<file path="src/logic/pgs_pkg.sv">
package pgs_pkg;

  // APB register byte offsets
  localparam logic [7:0] CTRL_OFS        = 8'h00;
  localparam logic [7:0] TIMER_OFS       = 8'h04;
  localparam logic [7:0] SLIP_COUNT_OFS  = 8'h08;
  localparam logic [7:0] DIV_RATIO_OFS   = 8'h0c;
  localparam logic [7:0] BURST_OFS       = 8'h10;
  localparam logic [7:0] COMMAND_OFS     = 8'h14;
  localparam logic [7:0] STATUS_OFS      = 8'h18;
  localparam logic [7:0] IRQ_STATUS_OFS  = 8'h1c;
  localparam logic [7:0] IRQ_MASK_OFS    = 8'h20;

  // CTRL field positions
  localparam int CTRL_CHAN_EN_BIT   = 0;
  localparam int CTRL_DYN_GATE_BIT  = 1;
  localparam int CTRL_CLAMP_LSB     = 2;
  localparam int CTRL_RSLIP_BIT     = 4;
  localparam int CTRL_SLIP_EN_BIT   = 5;
  localparam int CTRL_SYNC_EN_BIT   = 6;
  localparam int CTRL_LAUNCH_LSB    = 7;

  // COMMAND bits (write one to request)
  localparam int CMD_SYNC_BIT  = 0;
  localparam int CMD_PULSE_BIT = 1;
  localparam int CMD_SLIP_BIT  = 2;

  // Interrupt bits
  localparam int IRQ_SLIP_DONE_BIT = 0;
  localparam int IRQ_SEQ_DONE_BIT  = 1;
  localparam int IRQ_WIDTH         = 2;

  // Field encodings
  localparam logic [1:0] CLAMP_ZERO   = 2'h2;
  localparam logic [1:0] LAUNCH_PULSE = 2'h3;
  localparam logic [11:0] MIN_DYN_RATIO = 12'h01f;

  // Reset values
  localparam logic [8:0]  CTRL_RST      = 9'h000;
  localparam logic [11:0] TIMER_RST     = 12'h040;
  localparam logic [11:0] SLIP_CNT_RST  = 12'h001;
  localparam logic [11:0] DIV_RATIO_RST = 12'h020;
  localparam logic [7:0]  BURST_RST     = 8'h01;

  // Timing
  localparam int CLK_PERIOD_NS   = 4;
  localparam int SLIP_TIME_NS    = 10;
  localparam int SLIP_CYC        = (SLIP_TIME_NS + CLK_PERIOD_NS - 1) / CLK_PERIOD_NS;
  localparam int START_DELAY_CYC = 4;

  typedef enum logic [5:0] {
    ST_IDLE   = 6'h01,
    ST_ENABLE = 6'h02,
    ST_RESET  = 6'h04,
    ST_START  = 6'h08,
    ST_RUN    = 6'h10,
    ST_STOP   = 6'h20
  } pgs_state_t;

endpackage

</file>
<file path="src/logic/pgs_slip_unit.sv">
module pgs_slip_unit #(
  parameter int CNT_W = 12
) (
  input  wire logic             clk,
  input  wire logic             srst,
  input  wire logic             start,
  input  wire logic             repeat_en,
  input  wire logic [CNT_W-1:0] count,
  output logic                  slip_pulse,
  output logic                  busy,
  output logic                  done,
  output logic [CNT_W-1:0]      pending
);

  logic [7:0] wait_cnt;

  // Pending slips: loaded, one less per completed slip, done at zero
  always_ff @(posedge clk) begin
    if (srst) begin
      pending    <= '0;
      wait_cnt   <= '0;
      busy       <= 1'b0;
      slip_pulse <= 1'b0;
      done       <= 1'b0;
    end else begin
      slip_pulse <= 1'b0;
      done       <= 1'b0;
      if (start) begin
        // Zero count is unsupported; treat as a single slip
        pending    <= (repeat_en && count != '0) ? count : CNT_W'(1);
        busy       <= 1'b1;
        slip_pulse <= 1'b1;
        wait_cnt   <= 8'(pgs_pkg::SLIP_CYC - 1);
      end else if (busy) begin
        if (wait_cnt != 8'h00) begin
          wait_cnt <= wait_cnt - 8'h01;
        end else if (pending == CNT_W'(1)) begin
          pending <= '0;
          busy    <= 1'b0;
          done    <= 1'b1;
        end else begin
          pending    <= pending - CNT_W'(1);
          slip_pulse <= 1'b1;
          wait_cnt   <= 8'(pgs_pkg::SLIP_CYC - 1);
        end
      end
    end
  end

endmodule

</file>
<file path="src/logic/pgs_sequencer.sv">
// Operation
// - Gate off: buffer follows channel enable only
// - Gate on, pulse mode: buffer follows divider
// - Clamp 10: force zero when idle
// - Clamp 00: idle outputs float
// - Repeated slip starts after sync/pulse start
// - Each slip repeats slip-count times; the code does so only with CTRL_RSLIP_BIT set, otherwise it gives one slip
// - Slips take time; completion alarm given
// - Timer period from 12-bit setting
// - Request steps dividers enable, reset, start, stop
// - Bursts counted in timer periods
// - Stream starts fixed cycles after start
// - Stop forces output zero without delay
// - Launch mode 11 powers divider per burst; the code does so only for div_ratio above MIN_DYN_RATIO
//
// The implementer's own choices: the placing of the registers and the APB interface to the registers.
module pgs_sequencer (
  input  wire logic        CLOCK,
  input  wire logic        SRST,
  input  wire logic        PSEL,
  input  wire logic        PENABLE,
  input  wire logic        PWRITE,
  input  wire logic [7:0]  PADDR,
  input  wire logic [31:0] PWDATA,
  output logic [31:0]      PRDATA,
  output logic             PREADY,
  output logic             PSLVERR,
  input  wire logic        SYNC_PIN,
  output logic             DIV_ENABLE,
  output logic             DIV_RESET,
  output logic             DIV_RUN,
  output logic             DIV_SLIP,
  output logic             BUF_ENABLE,
  output logic             PRE_BUF_ZERO,
  output logic             IRQ
);

  logic [8:0]  ctrl;
  logic [11:0] reference_period_timer;
  logic [11:0] slip_count;
  logic [11:0] div_ratio;
  logic [7:0]  burst_len;
  logic [pgs_pkg::IRQ_WIDTH-1:0] irq_status;
  logic [pgs_pkg::IRQ_WIDTH-1:0] irq_mask;
  logic [pgs_pkg::IRQ_WIDTH-1:0] irq_event;

  logic        wr_en;
  logic        rd_en;
  logic        sync_meta;
  logic        sync_sync;
  logic        sync_prev;
  logic [11:0] timer_cnt;
  logic        tick;
  logic        req_sync;
  logic        req_pulse;
  logic        pulse_job;
  logic [7:0]  burst_cnt;
  logic [2:0]  start_cnt;
  pgs_pkg::pgs_state_t state;
  pgs_pkg::pgs_state_t next_state;
  logic        slip_start;
  logic        slip_busy;
  logic        slip_done;
  logic        slip_pulse;
  logic [11:0] slip_pending;
  logic        dyn_mode;
  logic        next_run;
  logic        next_div_en;

  logic       chan_en;
  logic       dyn_gate;
  logic [1:0] clamp;
  logic       rslip_allow;
  logic       slip_en;
  logic       sync_en;
  logic [1:0] launch;

  assign chan_en     = ctrl[pgs_pkg::CTRL_CHAN_EN_BIT];
  assign dyn_gate    = ctrl[pgs_pkg::CTRL_DYN_GATE_BIT];
  assign clamp       = ctrl[pgs_pkg::CTRL_CLAMP_LSB +: 2];
  assign rslip_allow = ctrl[pgs_pkg::CTRL_RSLIP_BIT];
  assign slip_en     = ctrl[pgs_pkg::CTRL_SLIP_EN_BIT];
  assign sync_en     = ctrl[pgs_pkg::CTRL_SYNC_EN_BIT];
  assign launch      = ctrl[pgs_pkg::CTRL_LAUNCH_LSB +: 2];

  // One wait state so that read data can come from a flop
  assign wr_en = PSEL && PENABLE && PREADY && PWRITE;
  assign rd_en = PSEL && PENABLE && !PREADY && !PWRITE;

  function automatic logic addr_known(input logic [7:0] a);
    return a == pgs_pkg::CTRL_OFS || a == pgs_pkg::TIMER_OFS ||
           a == pgs_pkg::SLIP_COUNT_OFS || a == pgs_pkg::DIV_RATIO_OFS ||
           a == pgs_pkg::BURST_OFS || a == pgs_pkg::COMMAND_OFS ||
           a == pgs_pkg::STATUS_OFS || a == pgs_pkg::IRQ_STATUS_OFS ||
           a == pgs_pkg::IRQ_MASK_OFS;
  endfunction

  always_ff @(posedge CLOCK) begin
    if (SRST) begin
      PREADY  <= 1'b0;
      PSLVERR <= 1'b0;
      PRDATA  <= 32'h0000_0000;
    end else begin
      PREADY  <= PSEL && PENABLE && !PREADY;
      PSLVERR <= PSEL && PENABLE && !PREADY && !addr_known(PADDR);
      if (rd_en) begin
        if (PADDR == pgs_pkg::CTRL_OFS) begin
          PRDATA <= {23'h000000, ctrl};
        end else if (PADDR == pgs_pkg::TIMER_OFS) begin
          PRDATA <= {20'h00000, reference_period_timer};
        end else if (PADDR == pgs_pkg::SLIP_COUNT_OFS) begin
          PRDATA <= {20'h00000, slip_count};
        end else if (PADDR == pgs_pkg::DIV_RATIO_OFS) begin
          PRDATA <= {20'h00000, div_ratio};
        end else if (PADDR == pgs_pkg::BURST_OFS) begin
          PRDATA <= {24'h000000, burst_len};
        end else if (PADDR == pgs_pkg::STATUS_OFS) begin
          PRDATA <= {11'h000, slip_pending, 1'b0, slip_busy, 1'b0, state};
        end else if (PADDR == pgs_pkg::IRQ_STATUS_OFS) begin
          PRDATA <= {30'h00000000, irq_status};
        end else if (PADDR == pgs_pkg::IRQ_MASK_OFS) begin
          PRDATA <= {30'h00000000, irq_mask};
        end else begin
          PRDATA <= 32'h0000_0000;
        end
      end
    end
  end

  always_ff @(posedge CLOCK) begin
    if (SRST) begin
      ctrl                   <= pgs_pkg::CTRL_RST;
      reference_period_timer <= pgs_pkg::TIMER_RST;
      slip_count             <= pgs_pkg::SLIP_CNT_RST;
      div_ratio              <= pgs_pkg::DIV_RATIO_RST;
      burst_len              <= pgs_pkg::BURST_RST;
      irq_mask               <= '0;
    end else if (wr_en) begin
      if (PADDR == pgs_pkg::CTRL_OFS) begin
        ctrl <= PWDATA[8:0];
      end else if (PADDR == pgs_pkg::TIMER_OFS) begin
        reference_period_timer <= PWDATA[11:0];
      end else if (PADDR == pgs_pkg::SLIP_COUNT_OFS) begin
        slip_count <= PWDATA[11:0];
      end else if (PADDR == pgs_pkg::DIV_RATIO_OFS) begin
        div_ratio <= PWDATA[11:0];
      end else if (PADDR == pgs_pkg::BURST_OFS) begin
        burst_len <= PWDATA[7:0];
      end else if (PADDR == pgs_pkg::IRQ_MASK_OFS) begin
        irq_mask <= PWDATA[pgs_pkg::IRQ_WIDTH-1:0];
      end
    end
  end

  // Sticky events; a new event beats a write-one clear
  assign irq_event[pgs_pkg::IRQ_SLIP_DONE_BIT] = slip_done;
  assign irq_event[pgs_pkg::IRQ_SEQ_DONE_BIT]  = state == pgs_pkg::ST_STOP && tick;

  always_ff @(posedge CLOCK) begin
    if (SRST) begin
      irq_status <= '0;
      IRQ        <= 1'b0;
    end else begin
      if (wr_en && PADDR == pgs_pkg::IRQ_STATUS_OFS) begin
        irq_status <= (irq_status & ~PWDATA[pgs_pkg::IRQ_WIDTH-1:0]) | irq_event;
      end else begin
        irq_status <= irq_status | irq_event;
      end
      IRQ <= |(irq_status & irq_mask);
    end
  end

  always_ff @(posedge CLOCK) begin
    if (SRST) begin
      sync_meta <= 1'b0;
      sync_sync <= 1'b0;
      sync_prev <= 1'b0;
    end else begin
      sync_meta <= SYNC_PIN;
      sync_sync <= sync_meta;
      sync_prev <= sync_sync;
    end
  end

  // Period setting of zero acts as one cycle
  assign tick = timer_cnt >= reference_period_timer - 12'h001 || reference_period_timer == '0;

  always_ff @(posedge CLOCK) begin
    if (SRST) begin
      timer_cnt <= '0;
    end else if (tick) begin
      timer_cnt <= '0;
    end else begin
      timer_cnt <= timer_cnt + 12'h001;
    end
  end

  // Requests wait for the next timer period boundary
  always_ff @(posedge CLOCK) begin
    if (SRST) begin
      req_sync  <= 1'b0;
      req_pulse <= 1'b0;
      pulse_job <= 1'b0;
    end else begin
      if (state == pgs_pkg::ST_IDLE && next_state == pgs_pkg::ST_ENABLE) begin
        pulse_job <= req_pulse;
        req_sync  <= 1'b0;
        req_pulse <= 1'b0;
      end else begin
        if (sync_en && ((sync_sync && !sync_prev) ||
            (wr_en && PADDR == pgs_pkg::COMMAND_OFS && PWDATA[pgs_pkg::CMD_SYNC_BIT]))) begin
          req_sync <= 1'b1;
        end
        if (wr_en && PADDR == pgs_pkg::COMMAND_OFS && PWDATA[pgs_pkg::CMD_PULSE_BIT]) begin
          req_pulse <= 1'b1;
        end
      end
    end
  end

  always_comb begin
    next_state = state;
    case (state)
      pgs_pkg::ST_IDLE:   if (tick && chan_en && (req_sync || req_pulse)) begin
        next_state = pgs_pkg::ST_ENABLE;
      end
      pgs_pkg::ST_ENABLE: if (tick) begin
        next_state = pgs_pkg::ST_RESET;
      end
      pgs_pkg::ST_RESET:  if (tick) begin
        next_state = pgs_pkg::ST_START;
      end
      pgs_pkg::ST_START:  if (start_cnt == 3'(pgs_pkg::START_DELAY_CYC - 1)) begin
        next_state = pgs_pkg::ST_RUN;
      end
      pgs_pkg::ST_RUN:    if (tick && (!pulse_job || burst_cnt <= 8'h01)) begin
        next_state = pgs_pkg::ST_STOP;
      end
      pgs_pkg::ST_STOP:   if (tick) begin
        next_state = pgs_pkg::ST_IDLE;
      end
      default:            next_state = pgs_pkg::ST_IDLE;
    endcase
    if (!chan_en) begin
      next_state = pgs_pkg::ST_IDLE;
    end
  end

  always_ff @(posedge CLOCK) begin
    if (SRST) begin
      state     <= pgs_pkg::ST_IDLE;
      start_cnt <= '0;
      burst_cnt <= '0;
    end else begin
      state     <= next_state;
      start_cnt <= (state == pgs_pkg::ST_START) ? start_cnt + 3'h1 : 3'h0;
      if (next_state == pgs_pkg::ST_RUN && state != pgs_pkg::ST_RUN) begin
        burst_cnt <= burst_len;
      end else if (state == pgs_pkg::ST_RUN && tick && burst_cnt != 8'h00) begin
        burst_cnt <= burst_cnt - 8'h01;
      end
    end
  end

  // Dynamic power only for large ratios; small ones stay powered
  assign dyn_mode    = launch == pgs_pkg::LAUNCH_PULSE && div_ratio > pgs_pkg::MIN_DYN_RATIO;
  assign next_run    = next_state == pgs_pkg::ST_RUN;
  assign next_div_en = chan_en && (!dyn_mode || next_state != pgs_pkg::ST_IDLE);

  // Outputs come from next_state so stop lands on the same edge as the state
  always_ff @(posedge CLOCK) begin
    if (SRST) begin
      DIV_ENABLE   <= 1'b0;
      DIV_RESET    <= 1'b0;
      DIV_RUN      <= 1'b0;
      BUF_ENABLE   <= 1'b0;
      PRE_BUF_ZERO <= 1'b0;
      DIV_SLIP     <= 1'b0;
    end else begin
      DIV_ENABLE   <= next_div_en;
      DIV_RESET    <= next_state == pgs_pkg::ST_RESET;
      DIV_RUN      <= next_run;
      BUF_ENABLE   <= (dyn_gate && dyn_mode) ? next_div_en : chan_en;
      PRE_BUF_ZERO <= chan_en && clamp == pgs_pkg::CLAMP_ZERO && !next_run;
      DIV_SLIP     <= slip_pulse && slip_en;
    end
  end

  // Automatic slip on stream start, or software slip command
  assign slip_start = slip_en &&
    ((rslip_allow && state == pgs_pkg::ST_START && next_state == pgs_pkg::ST_RUN) ||
     (wr_en && PADDR == pgs_pkg::COMMAND_OFS && PWDATA[pgs_pkg::CMD_SLIP_BIT]));

  pgs_slip_unit #(
    .CNT_W (12)
  ) pgs_slip_unit_inst (
    .clk        (CLOCK),
    .srst       (SRST),
    .start      (slip_start),
    .repeat_en  (rslip_allow),
    .count      (slip_count),
    .slip_pulse (slip_pulse),
    .busy       (slip_busy),
    .done       (slip_done),
    .pending    (slip_pending)
  );
endmodule

</file>
<file path="config.mk">
export PLATFORM = sky130hd
export DESIGN_NAME = pgs_sequencer
export DESIGN_NICKNAME = d
export VERILOG_FILES = /design/src/logic/pgs_pkg.sv /design/src/logic/pgs_slip_unit.sv /design/src/logic/pgs_sequencer.sv
export SDC_FILE = /design/constraint.sdc
export NUM_CORES = 1
export LEC_CHECK = 0
export ABC_AREA = 1
export ABC_CLOCK_PERIOD_IN_PS = 4350
export BUFFER_PORTS_ARGS = -buffer_cell sky130_fd_sc_hd__buf_4
export CORE_UTILIZATION = 59
export CTS_CLUSTER_SIZE = 30
export DETAILED_ROUTE_END_ITERATION = 10
export GPL_TIMING_DRIVEN = 0
export HOLD_SLACK_MARGIN = 0.12
export PLACE_DENSITY = 0.79
export SKIP_LAST_GASP = 1
export SYNTH_ARGS = -nofsm -noshare
export SYNTH_HDL_FRONTEND = slang
export SYNTH_SLANG_ARGS = --single-unit
</file>
<file path="constraint.sdc">
create_clock -name CLOCK -period 4.35 [get_ports CLOCK]
set_input_delay 0.6525 -clock CLOCK [delete_from_list [all_inputs] [get_ports CLOCK]]
set_output_delay 0.6525 -clock CLOCK [all_outputs]
set_load 0.02 [all_outputs]
</file>
==> flow_summary.ini <==
[status]
status = finished, final reports clean

[clocking]
cts-htree-levels = 4
cts_setup_buffers = 0
clk_root_buffer_cell = sky130_fd_sc_hd__clkbuf_16
cts_tree = done
cts.reportedPaths.clkPinSlew_ns = 0.06
cts_max_path_buffers = 2
worst_skew_pair.late_latency_ns = 0.43
cts_resizes = 0
cts_num_sinks = 145
number_of_buffers_created_by_cts = 17
postCtsHoldBufs = 0

[yosys]
seq_area_frac_synth_pct = 39.6
synth_top_cells_by_count = sky130_fd_sc_hd__nand2_1 (157), sky130_fd_sc_hd__dfxtp_1 (145), sky130_fd_sc_hd__inv_1 (110)
synthesis.area_mm2 = 0.00734
synth-edff-count = 0
synth_async_sr_flop_share_pct = 0
yosysTopAreaCell = sky130_fd_sc_hd__dfxtp_1
synthesis.instances = 987
synth_most_common_cell = sky130_fd_sc_hd__nand2_1
synth_flop_cell = sky130_fd_sc_hd__dfxtp_1
post_synth.cell_area_avg_um2 = 7.43
synth-seq-cells = 145
synth.distinct_cells = 50
synth_largest_type_area_fraction_pct = 39.6
yosys_warnings = 0
ys_top_cells_by_area = sky130_fd_sc_hd__dfxtp_1 (40%), sky130_fd_sc_hd__nand2_1 (8.0%), sky130_fd_sc_hd__a21oi_1 (6.9%), sky130_fd_sc_hd__inv_1 (5.6%), sky130_fd_sc_hd__o21ai_0 (5.0%)

[floorplanning]
placement_rows = 40
area_inside_the_core_boundary_mm2 = 0.0121
boundary_pin_count = 87
floorplan.die_area_mm2 = 0.0129
floorplan.initialDensity_pct = 60.8
die_width_um = 114
die_h_um = 114

[critical_path]
worst_setup_path_start_kind = flip-flop
cp_cell_sequence = nor2_2 -> nand4_1 -> nor3_1 -> nand3_1 -> nor3_1 -> xor2_1 -> inv_1 -> ha_1 -> a21oi_1 -> o21ai_0 -> a21oi_2 -> nand2_4 -> nand2_4 -> nand2_2 -> nand2_2 -> nand3_2 -> nand2_4 -> nand2_4 -> buf_6 -> buf_12 -> nand2_1 -> nor2_1
largest_delay_contributor_family_on_the_critical_path = simple AND/OR/NAND/NOR gates
worstSetupPathType = flip-flop to flip-flop
critical_path_peak_fanout = 10
worst_path_max_delay_cell = sky130_fd_sc_hd__dfxtp_1
critical_path.endpoint_type = flip-flop
worst-path-buf-inv = 3
worst-endpoint-required_ns = 4.67
cp_slowest_stage_delay_ns = 0.36
critical_path_arrival_ns = 3.96
cpMostUsedCell = sky130_fd_sc_hd__nand2_4

[global_routing]
grt_antenna_before_repair = 0
grt_start_max_net_pins = 17
grt_pass1_vias = 6477
grt_overflow_total = 0
grt_first_pass_wirelength_um = 32100
grt_usage_pct = 32.3

[power_and_ir_drop]
power_density_mw_per_mm2 = 342
max-vdd-ir-drop_mv = 0.275
power.static_leakage_nw = 3.59

[timing]
final.hold.worst_slack_ns = 0.402
max_slew.worst_pin.slew_ns = 0.784
rsz0062_at_grt = false
report.final.setup_viol = 0
hold_violations = 0
final_min_period_over_clock_period_pct = 83.8
relSlewSlack_pct = 47.7
timing_max_transition_violations_final = 0
fmax_mhz = 274
finalClockSkew_ns = 0.00814
sum_of_negative_setup_slack_ns = 0
post-route-min-period_ns = 3.64

[cells_and_area]
layout.filler_cells = 1026
num_antenna_cells = 0
syn_to_final_growth_pct = 17.0
design.final.nets = 1139
ratio_of_cells_with_drive_above_1_in_the_final_layout_pct = 15.2

[detailed_routing]
first_iter_violations = 605
drt-pass1-iter-count = 7
totalWireLength_um = 19900
detail_route.vias_per_cell = 5.63
wl_per_cell_um = 15.9
route.vias.total = 7039
drt_drc_violations_left = 0
antenna_violating_nets_post_route = 0

[placed_design]
hpwl_um = 14700
gp_congestion = 0.932
portBuffers = 55

[flow_run]
number_of_maximum_capacitance_constraint_violations = 0

[min_path]
min_path_type = flip-flop to flip-flop
-- state kept, by name, indices dropped and copies added (netlist names), 6 cells and up --
name	cells
pgs_slip_unit_inst.pending	12
timer_cnt	12
ctrl	9
pgs_slip_unit_inst.wait_cnt	8
burst_cnt	8
div_ratio	12
PRDATA	21
burst_len	8
slip_count	12
state	6
reference_period_timer	12
-- cells by family (layout without fill, tap and decap cells) --
logic type,Yosys count,after routing,share of synthesized area [%]
compound gates,242,242,19.1
xor+xnor,29,29,3.46
fa+ha+maj,22,22,3.75
buf+inv,171,256,10.1
flops,145,145,39.6
other cells,1,11,0.0511
simple gates,377,377,23.9
-- through the flow --
| step | setup slack, ns | cell area (µm²) | instances | power (W) | util [%] |
|---|---|---|---|---|---|
| 6_report | 0.707 | 8580 | 1250 | 0.00294 | 71.2 |
| 5_1_grt | 0.405 | 8580 | 1250 | 0.00301 | 71.2 |
| 4_1_cts | 0.765 | 8580 | 1250 | 0.00294 | 71.2 |
| 3_5_place_dp | 0.809 | 8000 | 1220 | 0.00149 | 66.3 |
| 3_3_place_gp | 0.902 | 8000 | 1220 | 0.00149 | 66.3 |
| 2_1_floorplan | 1.33 | 7370 | 997 | 0.00144 | - |
-- power breakdown --
group	internal, W	switching (W)	total [W]
registers	0.00134	0.00000477	0.00134
logic	0.0000427	0.0000844	0.000127
clock network	0.000938	0.000532	0.00147
-- area by class of cell --
| cell class | instances | area [µm²] | share of cell area [%] |
|---|---|---|---|
| multi-input combinational | 681 | 3730 | 43.5 |
| sequential | 145 | 2900 | 33.8 |
| tap | 168 | 210 | 2.45 |
| buffer | 48 | 279 | 3.25 |
| timing repair buffer | 55 | 413 | 4.81 |
| inverter | 123 | 462 | 5.38 |
| clock buffer | 24 | 482 | 5.61 |
| clock inverter | 6 | 105 | 1.22 |
-- layer usage --
metal | vias to the layer above | routed length, µm | global-route usage, % | share of wire, %
li1 | 3449 | - | - | -
met1 | 3224 | 8740 | 44.5 | 44
met2 | 318 | 8820 | 49.9 | 44
met3 | 48 | 1750 | 5.79 | 8.8
met4 | 0 | 614 | 13.9 | 3.1
met5 | - | 0 | 0 | 0
-- placed cells by master (no fill, tap or decap), types with 9 or more instances in the layout --
master,netlist,final
sky130_fd_sc_hd__inv_1,110,110
sky130_fd_sc_hd__conb_1,1,11
sky130_fd_sc_hd__nor3_1,22,22
sky130_fd_sc_hd__a21oi_1,101,101
sky130_fd_sc_hd__ha_1,22,22
sky130_fd_sc_hd__nand3_1,60,60
sky130_fd_sc_hd__buf_4,14,69
sky130_fd_sc_hd__nor2_1,84,84
sky130_fd_sc_hd__xor2_1,23,23
sky130_fd_sc_hd__clkbuf_1,23,27
sky130_fd_sc_hd__a31oi_1,10,10
sky130_fd_sc_hd__inv_2,9,9
sky130_fd_sc_hd__o22ai_1,10,10
sky130_fd_sc_hd__nand2_1,157,157
sky130_fd_sc_hd__dfxtp_1,145,145
sky130_fd_sc_hd__a21oi_2,12,12
sky130_fd_sc_hd__clkbuf_16,0,17
sky130_fd_sc_hd__o21ai_0,74,74
-- worst min-delay path, delay by kind of cell, from the launching register on --
family	cells	cell delay [ns]
buffers and inverters	1	0.04
DFF	1	0.29
and+or+nand+nor	1	0.03
-- final timing paths --
path / startpoint / to / slack (ns) / cells after the start
worst max-delay path: reference_period_timer[2] / pgs_slip_unit_inst.wait_cnt[7] / 0.71 / 22
worst min-delay path: sync_meta / sync_sync / 0.40 / 2
worst max register to register: reference_period_timer[2] / pgs_slip_unit_inst.wait_cnt[7] / 0.71 / 22
worst min register to register: sync_meta / sync_sync / 0.40 / 2
No activity file was read; power rests on OpenSTA's default activity.
